==> src/include/ers_cfg.svh <==
// Timing and encoding constants for the restart start sequencer
`ifndef ERS_CFG_SVH
`define ERS_CFG_SVH
`define ERS_CLK_HZ         20000000
`define ERS_TICK_MS        100
`define ERS_TICK_CYC       ((`ERS_CLK_HZ / 1000) * `ERS_TICK_MS)
`define ERS_TICK_W         24
`define ERS_TB_W           8
`define ERS_BYPASS_TICK    8'h01
`define ERS_THRUST_TICK    8'h04
`define ERS_GIMBAL_TICK    8'h05
`define ERS_OVERRIDE_TICK  8'h0A
`define ERS_VALVE_TIMER    8'h05
`define ERS_CHILL_EXTRA    8'h05
`define ERS_MAINSTAGE_DLY  8'h06
`endif

==> src/include/ers_pkg.sv <==
// Types for the restart start sequencer
package ers_pkg;
  typedef struct packed {
    logic startCmd;
    logic readyBypass;
    logic thrusterDisable;
    logic gimbalEnable;
    logic tcOverride;
    logic oxPressOpen;
  } ers_cmd_t;
  typedef struct packed {
    logic dischargeOpen;
    logic mainstage;
    logic mainstageSolenoid;
    logic cutoff;
  } ers_eng_t;
  typedef struct packed {
    logic tempGood;
    logic ullageLow;
    logic startTankDepress;
    logic mainstageNotOk;
  } ers_sense_t;
  typedef enum logic [3:0] {
    ERS_IDLE   = 4'b0001,
    ERS_CHILL  = 4'b0010,
    ERS_OPEN   = 4'b0100,
    ERS_MAIN   = 4'b1000
  } ers_state_t;
endpackage : ers_pkg

==> src/core/ers_sync.sv <==
// Three-stage input synchroniser with agreement filter
`timescale 1ns/1ps
module ers_sync #(
  parameter int W = 4
) (
  input  wire logic         mclk,
  input  wire logic         resetn,
  input  wire logic         ce,
  input  wire logic [W-1:0] din,
  output logic [W-1:0]      dout
);
  logic [W-1:0] s1_q, s2_q, s3_q, out_q;
  logic [W-1:0] out_d;
  genvar i;
  generate
    for (i = 0; i < W; i++) begin : g_bit
      // Only update once stages two and three agree
      always_comb begin
        out_d[i] = (s2_q[i] == s3_q[i]) ? s3_q[i] : out_q[i];
      end
    end
  endgenerate
  always_ff @(posedge mclk) begin
    if (!resetn) begin
      s1_q  <= '0;
      s2_q  <= '0;
      s3_q  <= '0;
      out_q <= '0;
    end else if (ce) begin
      s1_q  <= din;
      s2_q  <= s1_q;
      s3_q  <= s2_q;
      out_q <= out_d;
    end
  end
  assign dout = out_q;
endmodule : ers_sync

==> src/core/ers_sequencer.sv <==
// Engine restart start-phase command sequencer
//
// Notes on behaviour
// - Enabled pressurization valve opens on low ullage
// - Time zero issues engine start command
// - Ready bypass at 0.1 s, unmanned only
// - Bypass suppresses malfunction cutoff modes
// - Thruster pitch/yaw disabled at 0.4 s
// - Discharge valve opens 0.5 s if warm
// - Cold: wait 0.5 s more, open on signal
// - Gimballing enabled at 0.5 s
// - Override at 1.0 s forces valve open
// - Mainstage 0.6 s after valve open
// - Override path delays events 0.5 s
`timescale 1ns/1ps
`include "ers_cfg.svh"
module ers_sequencer #(
  parameter int TICK_CYC = `ERS_TICK_CYC
) (
  input  wire logic             mclk,
  input  wire logic             resetn,
  input  wire logic             ce,
  input  wire logic             restartRef,
  input  wire logic             unmanned,
  input  wire logic             oxPressEnable,
  input  wire ers_pkg::ers_sense_t sense,
  output ers_pkg::ers_cmd_t     cmd,
  output ers_pkg::ers_eng_t     eng,
  output logic [`ERS_TB_W-1:0]  timeBase
);
  import ers_pkg::*;

  ers_sense_t senseSync;
  ers_sync #(.W($bits(ers_sense_t))) u_sync (
    .mclk   (mclk),
    .resetn (resetn),
    .ce     (ce),
    .din    (sense),
    .dout   (senseSync)
  );

  // Time base
  logic [`ERS_TICK_W-1:0] div_q, div_d;
  logic [`ERS_TB_W-1:0]   tb_q, tb_d;
  logic                   run_q, run_d;
  logic                   tick;

  always_comb begin
    tick = run_q && (div_q == `ERS_TICK_W'(TICK_CYC - 1));
    div_d = div_q;
    tb_d  = tb_q;
    run_d = run_q;
    if (restartRef) begin
      div_d = '0;
      tb_d  = '0;
      run_d = 1'b1;
    end else if (run_q) begin
      div_d = tick ? '0 : div_q + `ERS_TICK_W'(1);
      if (tick && tb_q != '1) begin
        tb_d = tb_q + `ERS_TB_W'(1);
      end
    end
  end

  always_ff @(posedge mclk) begin
    if (!resetn) begin
      div_q <= '0;
      tb_q  <= '0;
      run_q <= 1'b0;
    end else if (ce) begin
      div_q <= div_d;
      tb_q  <= tb_d;
      run_q <= run_d;
    end
  end

  // Computer commands
  ers_cmd_t cmd_q, cmd_d;

  always_comb begin
    cmd_d = cmd_q;
    if (restartRef) begin
      cmd_d = '0;
    end else if (run_q) begin
      cmd_d.startCmd = 1'b1;
      if (tb_q >= `ERS_BYPASS_TICK && unmanned) begin
        cmd_d.readyBypass = 1'b1;
      end
      if (tb_q >= `ERS_THRUST_TICK) begin
        cmd_d.thrusterDisable = 1'b1;
      end
      if (tb_q >= `ERS_GIMBAL_TICK) begin
        cmd_d.gimbalEnable = 1'b1;
      end
      if (tb_q >= `ERS_OVERRIDE_TICK) begin
        cmd_d.tcOverride = 1'b1;
      end
    end
    cmd_d.oxPressOpen = oxPressEnable && senseSync.ullageLow;
  end

  always_ff @(posedge mclk) begin
    if (!resetn) begin
      cmd_q <= '0;
    end else if (ce) begin
      cmd_q <= cmd_d;
    end
  end

  // Engine-side sequencer
  ers_state_t           st_q, st_d;
  logic [`ERS_TB_W-1:0] tmr_q, tmr_d;
  logic                 ovr_q, ovr_d;
  logic                 nomPoint;
  logic                 chillEnd;
  ers_eng_t             eng_q, eng_d;

  always_comb begin
    nomPoint = tick && (tmr_q == `ERS_VALVE_TIMER - `ERS_TB_W'(1));
    chillEnd = tick && (tmr_q == `ERS_CHILL_EXTRA - `ERS_TB_W'(1));
    st_d  = st_q;
    tmr_d = tmr_q;
    ovr_d = ovr_q;
    eng_d = eng_q;
    eng_d.cutoff = 1'b0;
    case (st_q)
      ERS_IDLE: begin
        if (cmd_q.startCmd) begin
          st_d  = ERS_CHILL;
          tmr_d = '0;
          ovr_d = 1'b0;
        end
      end
      ERS_CHILL: begin
        if (tick) begin
          tmr_d = tmr_q + `ERS_TB_W'(1);
        end
        if (tmr_q >= `ERS_VALVE_TIMER && senseSync.tempGood) begin
          st_d  = ERS_OPEN;
          tmr_d = '0;
        end else if (nomPoint && senseSync.tempGood) begin
          st_d  = ERS_OPEN;
          tmr_d = '0;
        end else if (tmr_q >= `ERS_VALVE_TIMER + `ERS_CHILL_EXTRA && cmd_q.tcOverride) begin
          // Override opens the valve 0.5 s late
          st_d  = ERS_OPEN;
          tmr_d = '0;
          ovr_d = 1'b1;
        end
      end
      ERS_OPEN: begin
        eng_d.dischargeOpen = 1'b1;
        if (tick) begin
          tmr_d = tmr_q + `ERS_TB_W'(1);
        end
        if (tick && tmr_q == `ERS_MAINSTAGE_DLY - `ERS_TB_W'(1)) begin
          st_d = ERS_MAIN;
        end
      end
      ERS_MAIN: begin
        eng_d.dischargeOpen     = 1'b1;
        eng_d.mainstage         = 1'b1;
        eng_d.mainstageSolenoid = 1'b1;
      end
      default: begin
        st_d = ERS_IDLE;
      end
    endcase
    if (!cmd_q.readyBypass && st_q != ERS_IDLE) begin
      // Malfunction cutoff unless bypassed
      eng_d.cutoff = senseSync.startTankDepress ||
                     (st_q == ERS_MAIN && senseSync.mainstageNotOk);
    end
    if (restartRef) begin
      st_d  = ERS_IDLE;
      tmr_d = '0;
      ovr_d = 1'b0;
      eng_d = '0;
    end
  end

  always_ff @(posedge mclk) begin
    if (!resetn) begin
      st_q  <= ERS_IDLE;
      tmr_q <= '0;
      ovr_q <= 1'b0;
      eng_q <= '0;
    end else if (ce) begin
      st_q  <= st_d;
      tmr_q <= tmr_d;
      ovr_q <= ovr_d;
      eng_q <= eng_d;
    end
  end

  assign cmd      = cmd_q;
  assign eng      = eng_q;
  assign timeBase = tb_q;

  // Assertions
  bypass_unmanned_a: assert property (@(posedge mclk) disable iff (!resetn)
    cmd_q.readyBypass |-> unmanned || $past(cmd_q.readyBypass))
    else $error("bypass without unmanned");
  bypass_time_a: assert property (@(posedge mclk) disable iff (!resetn)
    $rose(cmd_q.readyBypass) |-> tb_q >= `ERS_BYPASS_TICK)
    else $error("bypass early");
  thrust_time_a: assert property (@(posedge mclk) disable iff (!resetn)
    $rose(cmd_q.thrusterDisable) |-> tb_q == `ERS_THRUST_TICK)
    else $error("thruster disable off time");
  gimbal_time_a: assert property (@(posedge mclk) disable iff (!resetn)
    $rose(cmd_q.gimbalEnable) |-> tb_q == `ERS_GIMBAL_TICK)
    else $error("gimbal off time");
  override_time_a: assert property (@(posedge mclk) disable iff (!resetn)
    $rose(cmd_q.tcOverride) |-> tb_q == `ERS_OVERRIDE_TICK)
    else $error("override off time");
  valve_warm_a: assert property (@(posedge mclk) disable iff (!resetn)
    $rose(eng_q.dischargeOpen) |-> $past(senseSync.tempGood) || ovr_q)
    else $error("valve opened cold");
  valve_early_a: assert property (@(posedge mclk) disable iff (!resetn)
    $rose(eng_q.dischargeOpen) |-> tb_q >= `ERS_VALVE_TIMER)
    else $error("valve opened early");
  override_late_a: assert property (@(posedge mclk) disable iff (!resetn)
    ($rose(eng_q.dischargeOpen) && ovr_q) |-> tb_q >= `ERS_VALVE_TIMER + `ERS_CHILL_EXTRA)
    else $error("override open too soon");
  mainstage_order_a: assert property (@(posedge mclk) disable iff (!resetn)
    eng_q.mainstage |-> eng_q.dischargeOpen && eng_q.mainstageSolenoid)
    else $error("mainstage without valve");
  bypass_cutoff_a: assert property (@(posedge mclk) disable iff (!resetn || restartRef)
    $past(cmd_q.readyBypass) |-> !eng_q.cutoff)
    else $error("cutoff while bypassed");
  press_valve_a: assert property (@(posedge mclk) disable iff (!resetn)
    (ce && oxPressEnable && senseSync.ullageLow) |=> cmd_q.oxPressOpen)
    else $error("press valve not opened");
endmodule : ers_sequencer

==> config.mk <==
export PLATFORM = sky130hd
export DESIGN_NAME = ers_sequencer
export DESIGN_NICKNAME = d
export VERILOG_FILES = /design/src/include/ers_pkg.sv /design/src/core/ers_sync.sv /design/src/core/ers_sequencer.sv
export VERILOG_INCLUDE_DIRS = /design/src /design/src/include
export SDC_FILE = /design/constraint.sdc
export NUM_CORES = 1
export LEC_CHECK = 0
export BUFFER_PORTS_ARGS = -buffer_cell sky130_fd_sc_hd__clkbuf_2
export CORE_MARGIN = 3
export CORE_UTILIZATION = 60
export DETAILED_ROUTE_END_ITERATION = 8
export PLACE_DENSITY_LB_ADDON = 0.25
export SETUP_SLACK_MARGIN = 0.02
export SYNTH_ARGS = -nofsm -noshare
export SYNTH_HDL_FRONTEND = slang
export SYNTH_SLANG_ARGS = --single-unit
==> constraint.sdc <==
create_clock -name mclk -period 2.4 [get_ports mclk]
set_input_delay 0 -clock mclk [delete_from_list [all_inputs] [get_ports mclk]]
set_output_delay 0 -clock mclk [all_outputs]
set_load 0.005 [all_outputs]
* Word-level counts from Yosys, hierarchy flattened
Index checks and enable logic that the tools add are counted.
** Word-level totals
- Output and inout bits :: 18
- Memories kept :: 0
- RAM bits :: 0
- Latch bits :: 0
- Input bits :: 10
- Flip-flop bits (word level) :: 71
- Word-level logic and storage cells :: 116
- Bits in read-only memories :: 0
** Cells by class
- Order comparisons :: 6
- Equal/unequal tests :: 17
- Bitwise gates (word level) :: 0
- Multiply operators :: 0
- Shifts and indexed selects :: 0
- Add/sub/neg operators :: 3
- Reduce and logical (&&, ||, !) cells :: 38
- Divide/modulo/power cells :: 0
- Mux-type cells :: 30
** Operators by type and width (count)
- 24-bit 2-to-1 mux :: 3
- 8-bit 2-to-1 mux :: 9
- 4-bit 2-to-1 mux :: 7
- 24-bit by 1-bit adder with 24-bit output, second input constant :: 1
- 24-bit by 21-bit == test with 1-bit output, second input constant :: 1
- 8-bit by 3-bit greater-or-equal comparator with 1-bit output, second input constant :: 3
- 8-bit case mux with 3 select lines :: 1
- 3-bit AND reduction :: 6
- 8-bit by 1-bit adder with 8-bit output, second input constant :: 2
- 8-bit by 3-bit == test with 1-bit output, second input constant :: 2
- 8-bit by 4-bit greater-or-equal comparator with 1-bit output, second input constant :: 2
- 4-bit case mux with 4 select lines :: 1
- 2-bit AND reduction :: 8
- 2-bit nonzero test :: 8
- 1-bit logical AND :: 11
- 5-bit 2-to-1 mux :: 2
- 8-bit by 1-bit greater-or-equal comparator with 1-bit output, second input constant :: 1
- 8-bit inequality test, second input constant :: 1
- 1-bit 2-to-1 mux :: 6
- 3-bit inequality test, second input constant :: 2
- 5-bit inequality test, second input constant :: 1
- 5-bit AND reduction :: 1
- 1-bit == test :: 4
- 4-bit by 1-bit == test with 1-bit output, second input constant :: 1
- 10 further kinds :: 10

* Logic depth before layout (Yosys ltp)
- Depth in word-level cells :: 8
- Depth in mapped cells :: 8
- Depth with buffers taken out :: 7

* By module
Synthesis repeated with hierarchy kept, for this count alone.
** Second synthesis, totals
- Cells, all modules :: 448
- Area, all modules :: 3818.7 um^2
** Modules (own cells, without submodules)
- ers_sequencer :: area each 3129.3 um^2, sequential area each 1081.0 um^2, cells each 384, instances 1
- ers_sync :: area each 689.4 um^2, sequential area each 320.3 um^2, cells each 64, instances 1

* Least setup slack after synthesis
No wires, ideal clock.
- Kind :: register to register
- From :: register div_q[0]
- To :: register tb_q[6], in the netlist timeBase[6]
- Data arrival time :: 2.135 ns
- Period minus slack after synthesis :: 2.205 ns
- Stages on the path, launching flop included :: 7
- Library setup time :: 0.071 ns
- Data required time :: 2.329 ns
- Buffers on the path :: 0
- Setup slack :: 0.195 ns
- Path through :: dfxtp_1 > ha_1 > nand2_1 > nor4_4 > a31oi_1 > or4b_2 > a21oi_1
** On the way
- Longest elaborated chain between the ends :: 5
** Ends and longest elaborated chain
- start: declaration :: line ers_sequencer.sv:43 : logic [`ERS_TICK_W-1:0] div_q, div_d;
- start signal: assignment :: line ers_sequencer.sv:71 : div_q <= div_d;
- 24-bit by 21-bit == test with 1-bit output :: line ers_sequencer.sv:49 : tick = run_q && (div_q == `ERS_TICK_W'(TICK_CYC - 1));
- 1-bit logical AND :: line ers_sequencer.sv:49
- 1-bit logical AND :: line ers_sequencer.sv:59 : if (tick && tb_q != '1) begin
- 2-bit nonzero test (no source line)
- 3-bit AND reduction (no source line)
- end signal: assignment :: line ers_sequencer.sv:72 : tb_q <= tb_d;
- end: declaration :: line ers_sequencer.sv:44 : logic [`ERS_TB_W-1:0] tb_q, tb_d;
Every way passes these cells.
A chain may end at the register's enable or synchronous reset.

* Worst setup path in the final report
- From :: register div_q[14]
- To :: register tb_q[6], in the netlist timeBase[6]
Same word-level chain as after synthesis.

==> out/metrics.yaml <==
run:
  drv_cap: 0
clock_network:
  clock_sinks: 70
  cts.htree.levels: 3
  root_buffer: "clkbuf_8"
  cts.clk_slew.worst_paths_ps: 80
  worstSkewPairLatency_ps: 350
  post_cts_buffers: 0
  cts_tree: "done"
  cts_buffers: 9
  cts.path.max_buffers: 2
yosys:
  ys.flop_type: "dfxtp_1"
  synth_area_um2: 3560
  synthCells: 427
  yosysTopAreaCellShare_pct: 39.3
  synth_common_cells: "70 x dfxtp_1, 42 x nand2_1, 37 x nor2_1"
  synth_largest_area_cell: "dfxtp_1"
  synth_most_common_cell: "dfxtp_1"
  async_reset_ff_share_pct: 0
  yosys_register_bits: 70
  synthTopCellsByArea: "dfxtp_1 39%, mux2i_1 5.1%, nand2_1 4.4%"
  yosysSeqAreaShare_pct: 39.3
  synth_edf_count: 0
  ys_warn_count: 0
  syn_avg_cell_area_um2: 8.35
  synthDistinctLibCells: 55
  syn-num-nets: 445
hold_path:
  whs_path_depth: 3
  whs_endpoint: "eng[3]$_SDFFE_PN0P_"
  hp-start: "ce"
  hold_class: "input port to register"
setup_path:
  critPathLaunchType: "register"
  reg2regPathDepth: 6
  crit_slowest_cell: "or4b_2"
  required_ps: 2670
  regToRegSetupSlack_ps: 150
  critPathKind: "register to register"
  crit_path_max_incr_delay_ps: 630
  cp_cell_sequence: "nand4bb_1 -> nor4_4 -> buf_4 -> a31oi_1 -> or4b_2 -> a21oi_1"
  crit_fanout: 8
  crit_path_end_kind: "register"
  r2r_start: "div_q[14]$_SDFFE_PN0P_"
  worstReg2RegEnd: "timeBase[6]$_SDFFE_PN0P_"
  arrival_ps: 2520
final_layout:
  seqCellArea_um2: 1400
  multi_input_area_um2: 2030
  antenna_cells: 0
  syn_to_final_growth_pct: 16.1
  drive_gt1_share_pct: 15.1
  nets: 482
  final_core_util_pct: 73.3
  fillerInstances: 425
power:
  total_power_uw: 2430
  ir_drop_mv: 0.372
  p_per_area_nw_per_um2: 586
  p_leak_uw: 0.00156
timing:
  setup-tns-final_ps: 0
  setup_viol_count_final: 0
  finClkSkew_ps: 7.33
  fmax_mhz: 444
  slew_headroom_pct: 56.5
  whs_ps: 171
  rsz0062_at_grt: "false"
  hold_viol: 0
  fin_crit_sh_pct: 93.7
  worst_pin_slew_ps: 648
  drv_slew: 0
  fin_crit_ps: 2250
global_route:
  antenna_found_initial: 0
  grt_overflow: 0
  grt_max_degree: 24
  grt_pass1_vias: 3102
  grt_pass1_wl_um: 14300
  grt_usage_pct: 24.7
floorplanning:
  die_h_um: 83.1
  rows: 27
  initial_core_util_pct: 63.2
  ios: 28
  die_x_um: 83.1
  coreArea_um2: 5640
  die_area_um2: 6900
drt:
  drc: 0
  viasPerCell: 6.24
  dr_total_vias: 3376
  drtIter0Drc: 240
  top_layer: "met4"
  wl_met1_um: 3970
  wl_per_cell_um: 15.8
  wl_met2_um: 4070
  ant_nets: 0
  dr_wl_met3_um: 361
  dr.pass1.iters: 4
  finalWirelength_um: 8550
place:
  post-dp-hpwl_um: 5760
  portBuffers: 27
  place_congestion: 0.848
status:
  status: "complete, no violations"
==> registers in the layout (all words and copies together), names as in the netlist <==
signal	cells
div_q	24
timeBase	8
tmr_q	8
cmd	6
st_q	4
u_sync.dout	4
u_sync.s1_q	4
u_sync.s2_q	4
u_sync.s3_q	4
eng	3
run_q	1
==> what timing repair did <==
item | in CTS | in global routing
setup endpoints to repair | 0 | 2
hold buffers | 7 | 0
resized for setup | 0 | 2
endpoints found under the hold margin | 7 | 0
==> critical path, delay by kind of cell, from the launching register on <==
kind | cells | cell delay, ps
AOI/OAI and AO/OA | 2 | 250
buffers and inverters | 1 | 220
and+or+nand+nor | 3 | 1320
DFF | 1 | 380
==> cells by family after synthesis <==
logic type / count (synthesis) / synth area share (%)
multiplexers: 18 / 5.06
AND/OR/NAND/NOR: 164 / 24.3
buffers and inverters: 39 / 4.21
adder cells (fa/ha/maj): 8 / 2.81
XOR/XNOR: 3 / 0.737
AO/OA/AOI/OAI: 125 / 23.6
flip-flops: 70 / 39.3
==> worst max-delay path by stage <==
| stage | startpoint | end | slack, ps | depth (start not counted) |
|---|---|---|---|---|
| finish | div_q[14]$_SDFFE_PN0P_ | timeBase[6]$_SDFFE_PN0P_ | 150 | 6 |
| global placement | div_q[0]$_SDFFE_PN0P_ | tmr_q[7]$_SDFFE_PN0P_ | 240 | 6 |
| global route | div_q[14]$_SDFFE_PN0P_ | tmr_q[2]$_SDFFE_PN0P_ | 40 | 6 |
| floorplan | div_q[0]$_SDFFE_PN0P_ | timeBase[6]$_SDFFE_PN0P_ | 190 | 6 |
| CTS | div_q[0]$_SDFFE_PN0P_ | timeBase[6]$_SDFFE_PN0P_ | 180 | 7 |
| detailed placement | div_q[0]$_SDFFE_PN0P_ | tmr_q[7]$_SDFFE_PN0P_ | 200 | 6 |
==> area by class of cell <==
cell class / count / share of cell area [%]
Clock buffer: 9 / 2.99
Clock inverter: 7 / 2.36
Inverter: 12 / 1.09
Multi-Input combinational cell: 318 / 49.0
Sequential cell: 70 / 33.9
Tap cell: 72 / 2.18
Timing Repair Buffer: 53 / 8.50
==> per-layer routing <==
layer  global-route usage, %  vias to the layer above
met5                       0                        -
met4                    10.5                        0
met3                    4.46                       16
met2                    37.9                       91
met1                    34.1                     1594
li1                        -                     1675
==> cell usage in the layout (no fill, tap or decap), types with 2 or more instances in the layout <==
master	instances
and2_1	2
buf_4	18
nor3b_1	4
dlygate4sd3_1	7
ha_1	8
o21ai_0	25
and3_1	6
o211ai_1	3
and3b_1	2
mux2i_1	18
nand3_1	11
nor3_1	10
o2111ai_1	2
dfxtp_1	70
a211oi_1	8
nand2b_1	2
nor4_1	6
clkbuf_2	27
o211a_1	5
and4_1	4
o31ai_1	3
nand2_1	42
nor2b_1	3
a21o_1	7
nor2_1	37
nor4b_1	4
clkbuf_8	9
a311oi_1	12
clkinvlp_4	2
a41oi_1	5
xnor2_1	2
a21oi_1	31
or3_1	14
bufinv_16	2
a31oi_1	9
o21bai_1	2
nand4_1	10
or4_1	2
inv_1	11
==> report_power, final <==
| part | internal [uW] | total (uW) | switching [uW] |
|---|---|---|---|
| clock network | 588 | 1060 | 472 |
| registers | 1170 | 1200 | 20.5 |
| logic | 66.0 | 170 | 104 |
| total | 1830 | 2430 | 597 |
==> stage by stage <==
step | instances | instance area [um2] | setup WS, ps
floorplan | 427 | 3560 | 195
global placement | 518 | 3830 | 235
detailed placement | 518 | 3830 | 195
CTS | 541 | 4120 | 177
global route | 541 | 4140 | 40.8
finish | 541 | 4140 | 150
(Power assumes the default switching activity.)
